## src/rxcfg_pkg.sv

```systemverilog
// Notes on behaviour
// In continuous receive mode the bit synchronizer runs when its disable bit is 0 and is bypassed when it is 1.
// The sync pattern is searched for only while the sync enable bit is 1, which is off after reset.
// Sync length codes 00, 01, 10 and 11 select 8, 16, 24 and 32 bits, 32 bits after reset.
// Sync tolerance codes 00 to 11 accept 0 to 3 mismatched bits, zero after reset.
// Four pattern bytes hold bits 31:24 down to 7:0, and only the top bytes covered by the length take part.
// The floor threshold byte gives the fixed slicing level or the peak mode minimum, 0x04 after reset.
// The signal strength byte is read only at half a decibel per count, and writes to it have no effect.
// Decrement step codes 000 to 111 select 0.5, 1, 1.5, 2, 3, 4, 5 and 6 dB, 0.5 dB after reset.
// Decrement rate codes 000 to 011 give one step per 1, 2, 4 or 8 chips, 100 to 111 give 2 to 16 per chip.
// Average cutoff code 00 gives the slow bit rate over 8 pi filter and 11 the bit rate over 32 pi one; in the code 00 settles faster than 11.
// The four bit smoothing cutoff field drives the transmit filter, 0111 after reset.
// The three bit power field lowers output by one step per code from full power, 001 after reset.
// The zero IF bit set to 1 selects zero first IF and turns off frequency deviation.
// In buffered mode with automatic fill, filling starts as soon as the sync pattern matches.
// A match is declared when the newest received bits differ from the top pattern bits in no more than tolerance bits.
// Reset loads every writable field with its default before any access.
package rxcfg_pkg;

  // Register offsets
  localparam logic [7:0] ADDR_RX_SYNC_CONTROL   = 8'h12;
  localparam logic [7:0] ADDR_OOK_FIXED_THRESH  = 8'h13;
  localparam logic [7:0] ADDR_SIGNAL_STRENGTH   = 8'h14;
  localparam logic [7:0] ADDR_ONOFF_FLOOR_THRESHOLD_ADAPT  = 8'h15;
  localparam logic [7:0] ADDR_SYNC_PATTERN_B1   = 8'h16;
  localparam logic [7:0] ADDR_SYNC_PATTERN_B2   = 8'h17;
  localparam logic [7:0] ADDR_SYNC_PATTERN_B3   = 8'h18;
  localparam logic [7:0] ADDR_SYNC_PATTERN_B4   = 8'h19;
  localparam logic [7:0] ADDR_TRANSMIT_SETTINGS = 8'h1A;

  // Field positions in rx_sync_control
  localparam int BITSYNC_OFF_POS = 6;
  localparam int SYNC_ON_POS     = 5;
  localparam int SYNC_SIZE_LSB   = 3;
  localparam int SYNC_TOL_LSB    = 1;

  // Field positions in ook_threshold_adapt
  localparam int DEC_STEP_LSB   = 5;
  localparam int DEC_RATE_LSB   = 2;
  localparam int AVG_CUTOFF_LSB = 0;

  // Field positions in transmit_settings
  localparam int TX_CUTOFF_LSB = 4;
  localparam int TX_POWER_LSB  = 1;
  localparam int TX_ZERO_IF_POS = 0;

  // Reset values
  localparam logic [7:0] RST_RX_SYNC_CONTROL   = 8'h18;
  localparam logic [7:0] RST_OOK_FIXED_THRESH  = 8'h04;
  localparam logic [7:0] RST_ONOFF_FLOOR_THRESHOLD_ADAPT  = 8'h00;
  localparam logic [7:0] RST_SYNC_PATTERN      = 8'h00;
  localparam logic [7:0] RST_TRANSMIT_SETTINGS = 8'h72;

  // Threshold modes on the ook_mode input
  localparam logic [1:0] OOK_MODE_FIXED = 2'h0;
  localparam logic [1:0] OOK_MODE_PEAK  = 2'h1;
  localparam logic [1:0] OOK_MODE_AVG   = 2'h2;

  // Average cutoff codes and their filter shifts
  localparam logic [1:0] AVG_CUTOFF_SLOW = 2'h0;
  localparam logic [1:0] AVG_CUTOFF_FAST = 2'h3;
  localparam int AVG_SHIFT_SLOW = 3;
  localparam int AVG_SHIFT_FAST = 5;

  // Sync engine states, Gray coded
  typedef enum logic [1:0] {
    RXCFG_IDLE   = 2'b00,
    RXCFG_SEARCH = 2'b01,
    RXCFG_FOUND  = 2'b11
  } rxcfg_state_t;

endpackage

```

## src/rxcfg_regs.sv

```systemverilog
`timescale 1ns/1ns
module rxcfg_regs #(
  parameter int BIT_CYCLES  = 100,
  parameter int CHIP_CYCLES = 256
) (
  input  wire logic       clk,
  input  wire logic       reset_n,
  input  wire logic [7:0] cfg_addr,
  input  wire logic       cfg_wr,
  input  wire logic       cfg_rd,
  input  wire logic [7:0] cfg_wdata,
  output logic      [7:0] cfg_rdata,
  input  wire logic       rx_data_pin,
  input  wire logic       rx_strobe_raw,
  input  wire logic       continuous_mode,
  input  wire logic       buffered_mode,
  input  wire logic       fill_manual,
  input  wire logic       sync_restart,
  input  wire logic [7:0] rssi_meas,
  input  wire logic [1:0] ook_mode,
  output logic            rx_data_out,
  output logic            rx_data_strobe,
  output logic            sync_match,
  output logic            sync_found,
  output logic            fifo_fill_start,
  output logic      [7:0] ook_threshold,
  output logic      [3:0] tx_smoothing_cutoff,
  output logic      [2:0] tx_power_step,
  output logic            tx_zero_if,
  output logic            tx_deviation_en
);

  if (BIT_CYCLES < 4 || BIT_CYCLES > 65535) begin : g_bad_bit_cycles
    $error("BIT_CYCLES out of range");
  end
  if (CHIP_CYCLES < 16 || CHIP_CYCLES > 65536 ||
      (CHIP_CYCLES & (CHIP_CYCLES - 1)) != 0) begin : g_bad_chip_cycles
    $error("CHIP_CYCLES must be a power of two from 16 to 65536");
  end

  localparam logic [15:0] BIT_LAST  = 16'(BIT_CYCLES - 1);
  localparam logic [15:0] BIT_HALF  = 16'(BIT_CYCLES / 2);
  localparam logic [15:0] CHIP_MASK = 16'(CHIP_CYCLES - 1);

  //////////////////////////////////////////////////////////////////////////////
  // Helpers

  function automatic logic [5:0] sync_len(input logic [1:0] code);
    sync_len = {1'b0, code, 3'b000} + 6'h08;
  endfunction

  function automatic logic [5:0] count_ones(input logic [31:0] v);
    logic [5:0] n;
    n = 6'h00;
    for (int i = 0; i < 32; i++) begin
      n = n + {5'h00, v[i]};
    end
    count_ones = n;
  endfunction

  function automatic logic [7:0] step_half_db(input logic [2:0] code);
    unique case (code)
      3'h0: step_half_db = 8'h01;
      3'h1: step_half_db = 8'h02;
      3'h2: step_half_db = 8'h03;
      3'h3: step_half_db = 8'h04;
      3'h4: step_half_db = 8'h06;
      3'h5: step_half_db = 8'h08;
      3'h6: step_half_db = 8'h0A;
      3'h7: step_half_db = 8'h0C;
    endcase
  endfunction

  //////////////////////////////////////////////////////////////////////////////
  // State

  typedef struct packed {
    logic [7:0]               ctl;
    logic [7:0]               floor_thr;
    logic [7:0]               adapt;
    logic [7:0]               pat1;
    logic [7:0]               pat2;
    logic [7:0]               pat3;
    logic [7:0]               pat4;
    logic [7:0]               txs;
    logic [7:0]               rdata;
    logic                     pin_meta;
    logic                     pin_sync;
    logic                     pin_prev;
    logic [15:0]              bs_cnt;
    logic                     bit_val;
    logic                     bit_stb;
    logic                     dout;
    logic                     dstb;
    logic [31:0]              shift;
    logic [5:0]               nbits;
    rxcfg_pkg::rxcfg_state_t  state;
    logic                     match;
    logic                     fill_start;
    logic [15:0]              div_cnt;
    logic [2:0]               chip_cnt;
    logic [7:0]               thr;
    logic [15:0]              avg_acc;
  } rxcfg_regs_t;

  rxcfg_regs_t s_r;
  rxcfg_regs_t s_nxt;

  logic [31:0] pattern;
  logic [5:0]  len;
  logic [31:0] len_mask;
  logic [31:0] expect_bits;
  logic [31:0] shift_new;
  logic [1:0]  tol;
  logic        bypass;
  logic        new_bit;
  logic        new_stb;
  logic        hit;
  logic        chip_tick;
  logic        dec_tick;
  logic [2:0]  rate;
  logic [15:0] sub_mask;
  logic [2:0]  chip_mask;
  logic [8:0]  thr_low;
  logic [16:0] avg_diff;
  logic [16:0] avg_delta;

  //////////////////////////////////////////////////////////////////////////////
  // Next state

  always_comb begin
    s_nxt = s_r;
    s_nxt.match      = 1'b0;
    s_nxt.fill_start = 1'b0;
    s_nxt.bit_stb    = 1'b0;

    // Register writes; the strength byte takes no write
    if (cfg_wr) begin
      unique case (cfg_addr)
        rxcfg_pkg::ADDR_RX_SYNC_CONTROL:   s_nxt.ctl = cfg_wdata;
        rxcfg_pkg::ADDR_OOK_FIXED_THRESH:  s_nxt.floor_thr = cfg_wdata;
        rxcfg_pkg::ADDR_ONOFF_FLOOR_THRESHOLD_ADAPT:  s_nxt.adapt = cfg_wdata;
        rxcfg_pkg::ADDR_SYNC_PATTERN_B1:   s_nxt.pat1 = cfg_wdata;
        rxcfg_pkg::ADDR_SYNC_PATTERN_B2:   s_nxt.pat2 = cfg_wdata;
        rxcfg_pkg::ADDR_SYNC_PATTERN_B3:   s_nxt.pat3 = cfg_wdata;
        rxcfg_pkg::ADDR_SYNC_PATTERN_B4:   s_nxt.pat4 = cfg_wdata;
        rxcfg_pkg::ADDR_TRANSMIT_SETTINGS: s_nxt.txs = cfg_wdata;
        default: ;
      endcase
    end

    // Register reads, answered one cycle after the strobe
    if (cfg_rd) begin
      unique case (cfg_addr)
        rxcfg_pkg::ADDR_RX_SYNC_CONTROL:   s_nxt.rdata = s_r.ctl;
        rxcfg_pkg::ADDR_OOK_FIXED_THRESH:  s_nxt.rdata = s_r.floor_thr;
        rxcfg_pkg::ADDR_SIGNAL_STRENGTH:   s_nxt.rdata = rssi_meas;
        rxcfg_pkg::ADDR_ONOFF_FLOOR_THRESHOLD_ADAPT:  s_nxt.rdata = s_r.adapt;
        rxcfg_pkg::ADDR_SYNC_PATTERN_B1:   s_nxt.rdata = s_r.pat1;
        rxcfg_pkg::ADDR_SYNC_PATTERN_B2:   s_nxt.rdata = s_r.pat2;
        rxcfg_pkg::ADDR_SYNC_PATTERN_B3:   s_nxt.rdata = s_r.pat3;
        rxcfg_pkg::ADDR_SYNC_PATTERN_B4:   s_nxt.rdata = s_r.pat4;
        rxcfg_pkg::ADDR_TRANSMIT_SETTINGS: s_nxt.rdata = s_r.txs;
        default:                           s_nxt.rdata = 8'h00;
      endcase
    end

    // Data pin synchroniser
    s_nxt.pin_meta = rx_data_pin;
    s_nxt.pin_sync = s_r.pin_meta;
    s_nxt.pin_prev = s_r.pin_sync;

    // Bit synchroniser: realign on each edge, sample mid bit
    if (s_r.pin_sync != s_r.pin_prev) begin
      s_nxt.bs_cnt = BIT_HALF;
    end else if (s_r.bs_cnt == 16'h0000) begin
      s_nxt.bs_cnt  = BIT_LAST;
      s_nxt.bit_val = s_r.pin_sync;
      s_nxt.bit_stb = 1'b1;
    end else begin
      s_nxt.bs_cnt = s_r.bs_cnt - 16'h0001;
    end

    // Selected bit source
    bypass  = continuous_mode && s_r.ctl[rxcfg_pkg::BITSYNC_OFF_POS];
    new_bit = bypass ? s_r.pin_sync : s_r.bit_val;
    new_stb = bypass ? rx_strobe_raw : s_r.bit_stb;
    s_nxt.dout = new_bit;
    s_nxt.dstb = new_stb;

    // Pattern compare
    pattern     = {s_r.pat1, s_r.pat2, s_r.pat3, s_r.pat4};
    len         = sync_len(s_r.ctl[rxcfg_pkg::SYNC_SIZE_LSB +: 2]);
    len_mask    = 32'hFFFFFFFF >> (6'd32 - len);
    expect_bits = pattern >> (6'd32 - len);
    tol         = s_r.ctl[rxcfg_pkg::SYNC_TOL_LSB +: 2];
    shift_new   = {s_r.shift[30:0], new_bit};
    hit = (s_r.nbits >= len - 6'h01)
       && (count_ones((shift_new ^ expect_bits) & len_mask) <= {4'h0, tol});

    // Sync engine
    unique case (s_r.state)
      rxcfg_pkg::RXCFG_IDLE: begin
        s_nxt.nbits = 6'h00;
        if (s_r.ctl[rxcfg_pkg::SYNC_ON_POS]) begin
          s_nxt.state = rxcfg_pkg::RXCFG_SEARCH;
        end
      end
      rxcfg_pkg::RXCFG_SEARCH: begin
        if (!s_r.ctl[rxcfg_pkg::SYNC_ON_POS]) begin
          s_nxt.state = rxcfg_pkg::RXCFG_IDLE;
        end else if (new_stb) begin
          s_nxt.shift = shift_new;
          if (s_r.nbits != 6'h20) begin
            s_nxt.nbits = s_r.nbits + 6'h01;
          end
          if (hit) begin
            s_nxt.state = rxcfg_pkg::RXCFG_FOUND;
            s_nxt.match = 1'b1;
            s_nxt.fill_start = buffered_mode && !fill_manual;
          end
        end
      end
      rxcfg_pkg::RXCFG_FOUND: begin
        if (!s_r.ctl[rxcfg_pkg::SYNC_ON_POS]) begin
          s_nxt.state = rxcfg_pkg::RXCFG_IDLE;
        end else if (sync_restart) begin
          s_nxt.state = rxcfg_pkg::RXCFG_SEARCH;
          s_nxt.nbits = 6'h00;
        end
      end
      default: s_nxt.state = rxcfg_pkg::RXCFG_IDLE;
    endcase

    // Chip divider and decrement ticks
    s_nxt.div_cnt = (s_r.div_cnt + 16'h0001) & CHIP_MASK;
    chip_tick = (s_r.div_cnt == 16'h0000);
    if (chip_tick) begin
      s_nxt.chip_cnt = s_r.chip_cnt + 3'h1;
    end
    rate = s_r.adapt[rxcfg_pkg::DEC_RATE_LSB +: 3];
    sub_mask  = CHIP_MASK >> (3'(rate[1:0]) + 3'h1);
    chip_mask = 3'h7 >> (2'h3 - rate[1:0]);
    if (rate[2]) begin
      dec_tick = ((s_r.div_cnt & sub_mask) == 16'h0000);
    end else begin
      dec_tick = chip_tick && ((s_r.chip_cnt & chip_mask) == 3'h0);
    end

    // Slicing threshold
    thr_low  = {1'b0, s_r.thr} - {1'b0, step_half_db(s_r.adapt[rxcfg_pkg::DEC_STEP_LSB +: 3])};
    avg_diff = {1'b0, rssi_meas, 8'h00} - {1'b0, s_r.avg_acc};
    if (s_r.adapt[rxcfg_pkg::AVG_CUTOFF_LSB +: 2] == rxcfg_pkg::AVG_CUTOFF_FAST) begin
      avg_delta = 17'($signed(avg_diff) >>> rxcfg_pkg::AVG_SHIFT_FAST);
    end else begin
      avg_delta = 17'($signed(avg_diff) >>> rxcfg_pkg::AVG_SHIFT_SLOW);
    end
    s_nxt.avg_acc = 16'({1'b0, s_r.avg_acc} + avg_delta);
    unique case (ook_mode)
      rxcfg_pkg::OOK_MODE_PEAK: begin
        if (rssi_meas > s_r.thr) begin
          s_nxt.thr = rssi_meas;
        end else if (dec_tick) begin
          if (thr_low[8] || thr_low[7:0] < s_r.floor_thr) begin
            s_nxt.thr = s_r.floor_thr;
          end else begin
            s_nxt.thr = thr_low[7:0];
          end
        end
      end
      rxcfg_pkg::OOK_MODE_AVG: s_nxt.thr = s_r.avg_acc[15:8];
      default:                 s_nxt.thr = s_r.floor_thr;
    endcase
  end

  //////////////////////////////////////////////////////////////////////////////
  // Registers

  always_ff @(posedge clk or negedge reset_n) begin
    if (!reset_n) begin
      s_r           <= '0;
      s_r.ctl       <= rxcfg_pkg::RST_RX_SYNC_CONTROL;
      s_r.floor_thr <= rxcfg_pkg::RST_OOK_FIXED_THRESH;
      s_r.adapt     <= rxcfg_pkg::RST_ONOFF_FLOOR_THRESHOLD_ADAPT;
      s_r.pat1      <= rxcfg_pkg::RST_SYNC_PATTERN;
      s_r.pat2      <= rxcfg_pkg::RST_SYNC_PATTERN;
      s_r.pat3      <= rxcfg_pkg::RST_SYNC_PATTERN;
      s_r.pat4      <= rxcfg_pkg::RST_SYNC_PATTERN;
      s_r.txs       <= rxcfg_pkg::RST_TRANSMIT_SETTINGS;
      s_r.thr       <= rxcfg_pkg::RST_OOK_FIXED_THRESH;
      s_r.state     <= rxcfg_pkg::RXCFG_IDLE;
    end else begin
      s_r <= s_nxt;
    end
  end

  //////////////////////////////////////////////////////////////////////////////
  // Outputs

  assign cfg_rdata           = s_r.rdata;
  assign rx_data_out         = s_r.dout;
  assign rx_data_strobe      = s_r.dstb;
  assign sync_match          = s_r.match;
  assign sync_found          = (s_r.state == rxcfg_pkg::RXCFG_FOUND);
  assign fifo_fill_start     = s_r.fill_start;
  assign ook_threshold       = s_r.thr;
  assign tx_smoothing_cutoff = s_r.txs[rxcfg_pkg::TX_CUTOFF_LSB +: 4];
  assign tx_power_step       = s_r.txs[rxcfg_pkg::TX_POWER_LSB +: 3];
  assign tx_zero_if          = s_r.txs[rxcfg_pkg::TX_ZERO_IF_POS];
  assign tx_deviation_en     = !s_r.txs[rxcfg_pkg::TX_ZERO_IF_POS];

endmodule // rxcfg_regs
```

## config.mk

```make
export PLATFORM = sky130hd
export DESIGN_NAME = rxcfg_regs
export DESIGN_NICKNAME = d
export VERILOG_FILES = /design/src/rxcfg_pkg.sv /design/src/rxcfg_regs.sv
export SDC_FILE = /design/constraint.sdc
export NUM_CORES = 1
export LEC_CHECK = 0
export BUFFER_PORTS_ARGS = -buffer_cell sky130_fd_sc_hd__buf_2
export CAP_MARGIN = 20
export CELL_PAD_IN_SITES_DETAIL_PLACEMENT = 0
export CELL_PAD_IN_SITES_GLOBAL_PLACEMENT = 1
export CORE_AREA = 4 4 152 154
export CTS_CLUSTER_SIZE = 40
export DETAILED_ROUTE_END_ITERATION = 8
export DIE_AREA = 0 0 156 158
export PLACE_DENSITY = 0.82
export SETUP_SLACK_MARGIN = 0.5
export SYNTH_ARGS = -nofsm -noshare
export SYNTH_HDL_FRONTEND = slang
export SYNTH_SLANG_ARGS = --single-unit
```

## constraint.sdc

```tcl
create_clock -name clk -period 21.9 [get_ports clk]
set_input_delay 3.285 -clock clk [delete_from_list [all_inputs] [get_ports clk]]
set_output_delay 3.285 -clock clk [all_outputs]
set_load 0.02 [all_outputs]
```

Word-level counts from Yosys, hierarchy flattened
Memories as Yosys holds them, arrays and structs flattened.
Cells that the tools add are included.
{"block": "totals", "mem_bits_rw": 0, "input_bits": 36, "rom_bits": 32, "register_bits": 171, "word_cells": 160, "memories": 1, "latchBits": 0}
{"memory": "(name not given)", "depth": 8, "word_bits": 4, "rd": 1, "rd_ports_with_merged_regs": 0, "write_ports": 0, "line_no": "rxcfg_regs.sv:62", "rtl": "unique case (code)"}
{"block": "classes", "div_mod_pow": 0, "n_addsub": 43, "muxes": 26, "eq_ne": 26, "n_bitwise": 5, "order_cmp": 4, "n_shift": 4, "mul": 0, "n_reduce_logical": 25}
{"cell": "adder 6 x 1 -> 6 bit", "n": 26}
{"cell": "== test 8 x 5 -> 1 bit (second input constant)", "n": 9}
{"cell": "one-hot mux 8 bit (9 select lines)", "n": 1}
{"cell": "logical NOT 16 bit", "n": 3}
{"cell": "AND 32 bit", "n": 1}
{"cell": "two-way mux 16 bit", "n": 2}
{"cell": "two-way mux 8 bit", "n": 4}
{"cell": ">> shifter 32 x 6 -> 32 bit", "n": 1}
{"cell": ">> shifter 32 x 6 -> 32 bit (first input constant)", "n": 1}
{"cell": "bitwise XOR 32 bit", "n": 1}
{"cell": "two-way mux 6 bit", "n": 3}
{"cell": "one-hot mux 6 bit (3 select lines)", "n": 1}
{"cell": "AND reduction 2 bit", "n": 9}
{"cell": "subtractor 16 x 16 -> 17 bit", "n": 1}
{"cell": "adder 16 bit", "n": 1}
{"cell": "AND 8 x 16 -> 16 bit", "n": 1}
{"cell": "one-hot mux 8 bit (2 select lines)", "n": 1}
{"cell": ">> shifter 8 x 3 -> 16 bit (first input constant)", "n": 1}
{"cell": "subtractor 16 x 1 -> 16 bit (second input constant)", "n": 1}
{"cell": "two-way mux 13 bit", "n": 1}
{"cell": "inequality test 3 bit (second input constant)", "n": 4}
{"cell": "two-way mux 10 bit", "n": 1}
{"cell": "two-way mux 2 bit", "n": 5}
{"cell": "inequality test 2 bit (second input constant)", "n": 5}
{"cell": "other kinds (38)", "n": 49}

Logic depth before layout (Yosys ltp)
{"block": "depth", "word_depth": 42, "depth_mapped": 27}

Worst setup path before layout
OpenSTA, ideal clock, no wires.
{"block": "synth_timing", "kind": "input port to flip-flop", "from": "in continuous_mode", "to": "reg s_r, in the netlist fifo_fill_start", "setup_ns": 0.067, "stages": 20, "arrival_ns": 8.718, "setup_slack_ns": 13.116, "required_time_ns": 21.833, "n_path_buf": 0, "path_cell_list": "nand2_1 -> mux2i_1 -> xor2_1 -> nor2_1 -> fa_1 -> inv_1 -> fa_1 -> inv_1 -> fa_1 -> fa_1 -> fa_1 -> fa_1 -> ha_1 -> fa_1 -> ha_1 -> nor2b_1 -> o21ai_0 -> nand4_1 -> nor3_1 -> and3b_1"}
{"element": "from (decl)", "line_no": "rxcfg_regs.sv:15", "rtl": "input wire logic continuous_mode,"}
{"element": "to (signal assigned)", "line_no": "rxcfg_regs.sv:293", "rtl": "s_r <= s_nxt;"}
{"element": "to (decl)", "line_no": "rxcfg_regs.sv:106", "rtl": "rxcfg_regs_t s_r;"}

==> summary.md <==
| Metric | Value |
|---|---|
| Outcome | finished clean |
| Clk Latency, worst-skew pair | 430 ps |
| Most used DFF post-synth | dfrtp_1 |
| Wire per inst | 18.74 µm |
| Sequential power share | 31.6% |
| Most common cell after layout, fill and taps aside | dfrtp_1 |
| Post-layout net count | 1291 |
| Most common cell on crit path | fa_1 |
| Post-DP Area | 11810 µm² |
| Synth Instances | 1138 |
| Worst r2r src | s_r[175] |
| I/O pins | 66 |
| WP buf/inv | 2 |
| Fmax | 112.2 MHz |
| Delay-heaviest family, CP | adder cells |
| Detailed Route Iter0 Violations | 673 |
| Post-synth cell types | 73 |
| Critical path endpoint category | flip-flop |
| Net Sw Power | 0.4639 mW |
| Clock Tree Buf Depth | 2 |
| Hold Vio Cnt, Final | 0 |
| Area grow syn2layout | 8.762% |
| Avg Cell Area, Syn | 10.05 µm² |
| Fin util | 57.36% |
| Skew final | 9.162 ps |
| Remaining antenna violation count after routing | 0 |
| Core area | 21690 µm² |
| DR DRC count | 0 |
| Initial antenna violation count | 1 |
| Total number of vias | 8516 |
| Largest net degree at the start of global routing | 104 |
| Worst slew pin tran | 1070 ps |
| Final min period | 8914 ps |
| Max cap viols | 0 |
| Cell Chain, Critical Path | clkinv_1 > ha_1 > xnor2_1 > or2_2 > nor2_1 > nand2_1 > xnor2_1 > nand2_1 > fa_1 > inv_1 > fa_1 > fa_1 > fa_1 > fa_1 > fa_1 > ha_1 > fa_1 > ha_1 > nor2b_1 > o21ai_0 > nand4_1 > nor3_1 > and3b_1 |
| Total die area | 24650 µm² |
| Slew Viols, Final | 0 |
| Site Rows | 54 |
| Synth Cell Area | 11440 µm² |
| Antenna fix cells | 0 |
| TNS Setup | 0 ps |
| Hold_sp | s_nxt[106] |
| Final worst slack | 12990 ps |
| Worst endpoint data arrival time | 9280 ps |
| Worst Setup SP | s_r[175] |
| Fin crit share | 40.70% |
| CTS Hold Bufs | 0 |
| P per Cell Area | 100.1 nW/µm² |
| RSZ-0062 raised after global routing | false |
| Worst Hold Class | flip-flop to flip-flop |
| Die Y-Extent | 158 µm |
| Final hold slack | 352.5 ps |
| Net Count, Synth | 1268 |
| Final HPWL DP | 20.08 mm |
| Layout cells sized above 1 | 19.51% |
| Routability congestion estimate | 0.8396 |
| Delay of the slowest critical-path stage | 1110 ps |
| Clock share of power | 25.9% |
| CP max stage cell | ha_1 |
| Int Power | 0.7814 mW |
| Worst-path clk slew | 70 ps |
| Drt via density | 5.857 |
| Die Wd | 156 µm |
| Worst slew margin | 28.53% |
| Root Driver | clkbuf_16 |
| Crit path launch type | flip-flop |
| Starting Density | 52.73% |
| Post-CTS Setup Inserts | 0 |
| TritonCTS clock tree | built |
| Switching Fraction | 37.25% |
| Yosys Warn Count | 0 |
| WP data required | 22270 ps |
| Register bit total from synthesis | 171 |
| Setup WS pre-CTS | 12620 ps |
| Most frequent cells in the layout | dfrtp_1, mux2_2, nor2_1, nand2_1, inv_1 |
| Total CTS buffers | 17 |
| First-pass GRT wire length | 44.55 mm |
| Vias in the first global route | 8347 |
| Fraction of registers with async set/reset | 100.0% |
| Port Buf Inserts | 65 |
| Setup Crit Path Kind | flip-flop to flip-flop |
| H-Tree Depth | 4 |
| Total Wirelength | 27.25 mm |
| Crit Path Max Fanout | 27 |
| Aggregate global-route resource usage | 22.85% |
| Clock Sinks | 171 |
| Combinational share of power | 42.5% |
| DRT Pass-1 Iters | 5 |
| Post-layout instance area | 12440 µm² |
| # resized after CTS | 0 |
| Leakage | 5.757 nW |
| Register area share after synthesis | 37.50% |
| Peak supply drop | 0.07187 mV |
| GRT overflow | 0 |
| EDFF count, synth | 0 |
| Endpoints failing setup | 0 |
==> registers in the layout (all words and copies together), names as in the netlist <==
signal	count
s_nxt	2
rx_data_strobe	1
rx_data_out	1
tx_smoothing_cutoff	4
s_r	106
sync_match	1
fifo_fill_start	1
tx_zero_if	1
tx_power_step	3
rate	3
ook_threshold	8
cfg_rdata	8
pattern	32
==> cells in the mapped netlist (all sizes together), types with 18 or more instances <==
library cell	number	area [µm²]
xnor2	57	499.2
nand3	18	90.09
mux2i	36	360.4
ha	68	850.8
nand2	84	315.3
fa	26	520.5
o21ai	66	330.3
nor3	18	95.09
inv	77	289.0
buf	32	210.2
a21oi	61	305.3
xor2	18	157.7
clkbuf	32	121.4
mux2	96	1081
dfrtp	163	4079
nor2	87	329.1
==> power groups by stage <==
stage               Sequential, mW  Clock, mW  Combinational (mW)
CTS                          0.393      0.328               0.529
global route                 0.399      0.342               0.601
detailed placement           0.399          0               0.525
finish                       0.393      0.322               0.529
global placement             0.398          0               0.518
floorplan                    0.381          0               0.437
==> routing by layer <==
metal | part of all wire [%] | global-route usage (%)
met1 | 48 | 34.60
met2 | 44 | 34.04
met3 | 6.6 | 4.538
met4 | 1.5 | 5.169
met5 | 0.048 | 0
==> through the flow <==
step | cells | power (mW)
after floorplan | 1138 | 0.8178
after global placement | 1422 | 0.9159
after detailed placement | 1422 | 0.9236
after CTS | 1454 | 1.251
after global routing | 1454 | 1.342
final | 1454 | 1.245
==> worst register-to-register path: cells and delay by family (launching register included) <==
kind                     cells  cell delay (ps)
AO/OA/AOI/OAI                1              130
XOR/XNOR                     2              450
flip-flops                   1              930
buffers and inverters        2              530
AND/OR/NAND/NOR              8             1720
adder cells (fa/ha/maj)     10             5090
==> cell type report <==
type | instances | area (µm²)
clock buffers | 20 | 466.7
well taps | 280 | 350.3
flip-flops and latches | 171 | 4289
multi-input cells | 825 | 6524
inverters | 78 | 292.8
clock inverters | 12 | 162.7
repair buffers | 68 | 354.1
fillers | 1887 | 9249
==> path summary, 6_finish.rpt <==
check                           slack (ps)                to  cells past startpoint
worst max-delay path                 12990   fifo_fill_start                     23
worst min-delay path                   350        s_nxt[105]                      0
worst max register to register       12990   fifo_fill_start                     23
worst min register to register         350        s_nxt[105]                      0
max in group asynchronous            17460          s_r[164]                      2
min in group asynchronous             2930  ook_threshold[7]                      1
==> cells by family after synthesis <==
kind of cell	Yosys count	share of synthesized area, %
buf+inv	142	5.459
flops	171	37.50
simple gates	284	11.89
mux	141	14.37
fa+ha+maj	94	11.99
xor+xnor	75	5.743
compound gates	231	13.04
(Power assumes the default switching activity.)
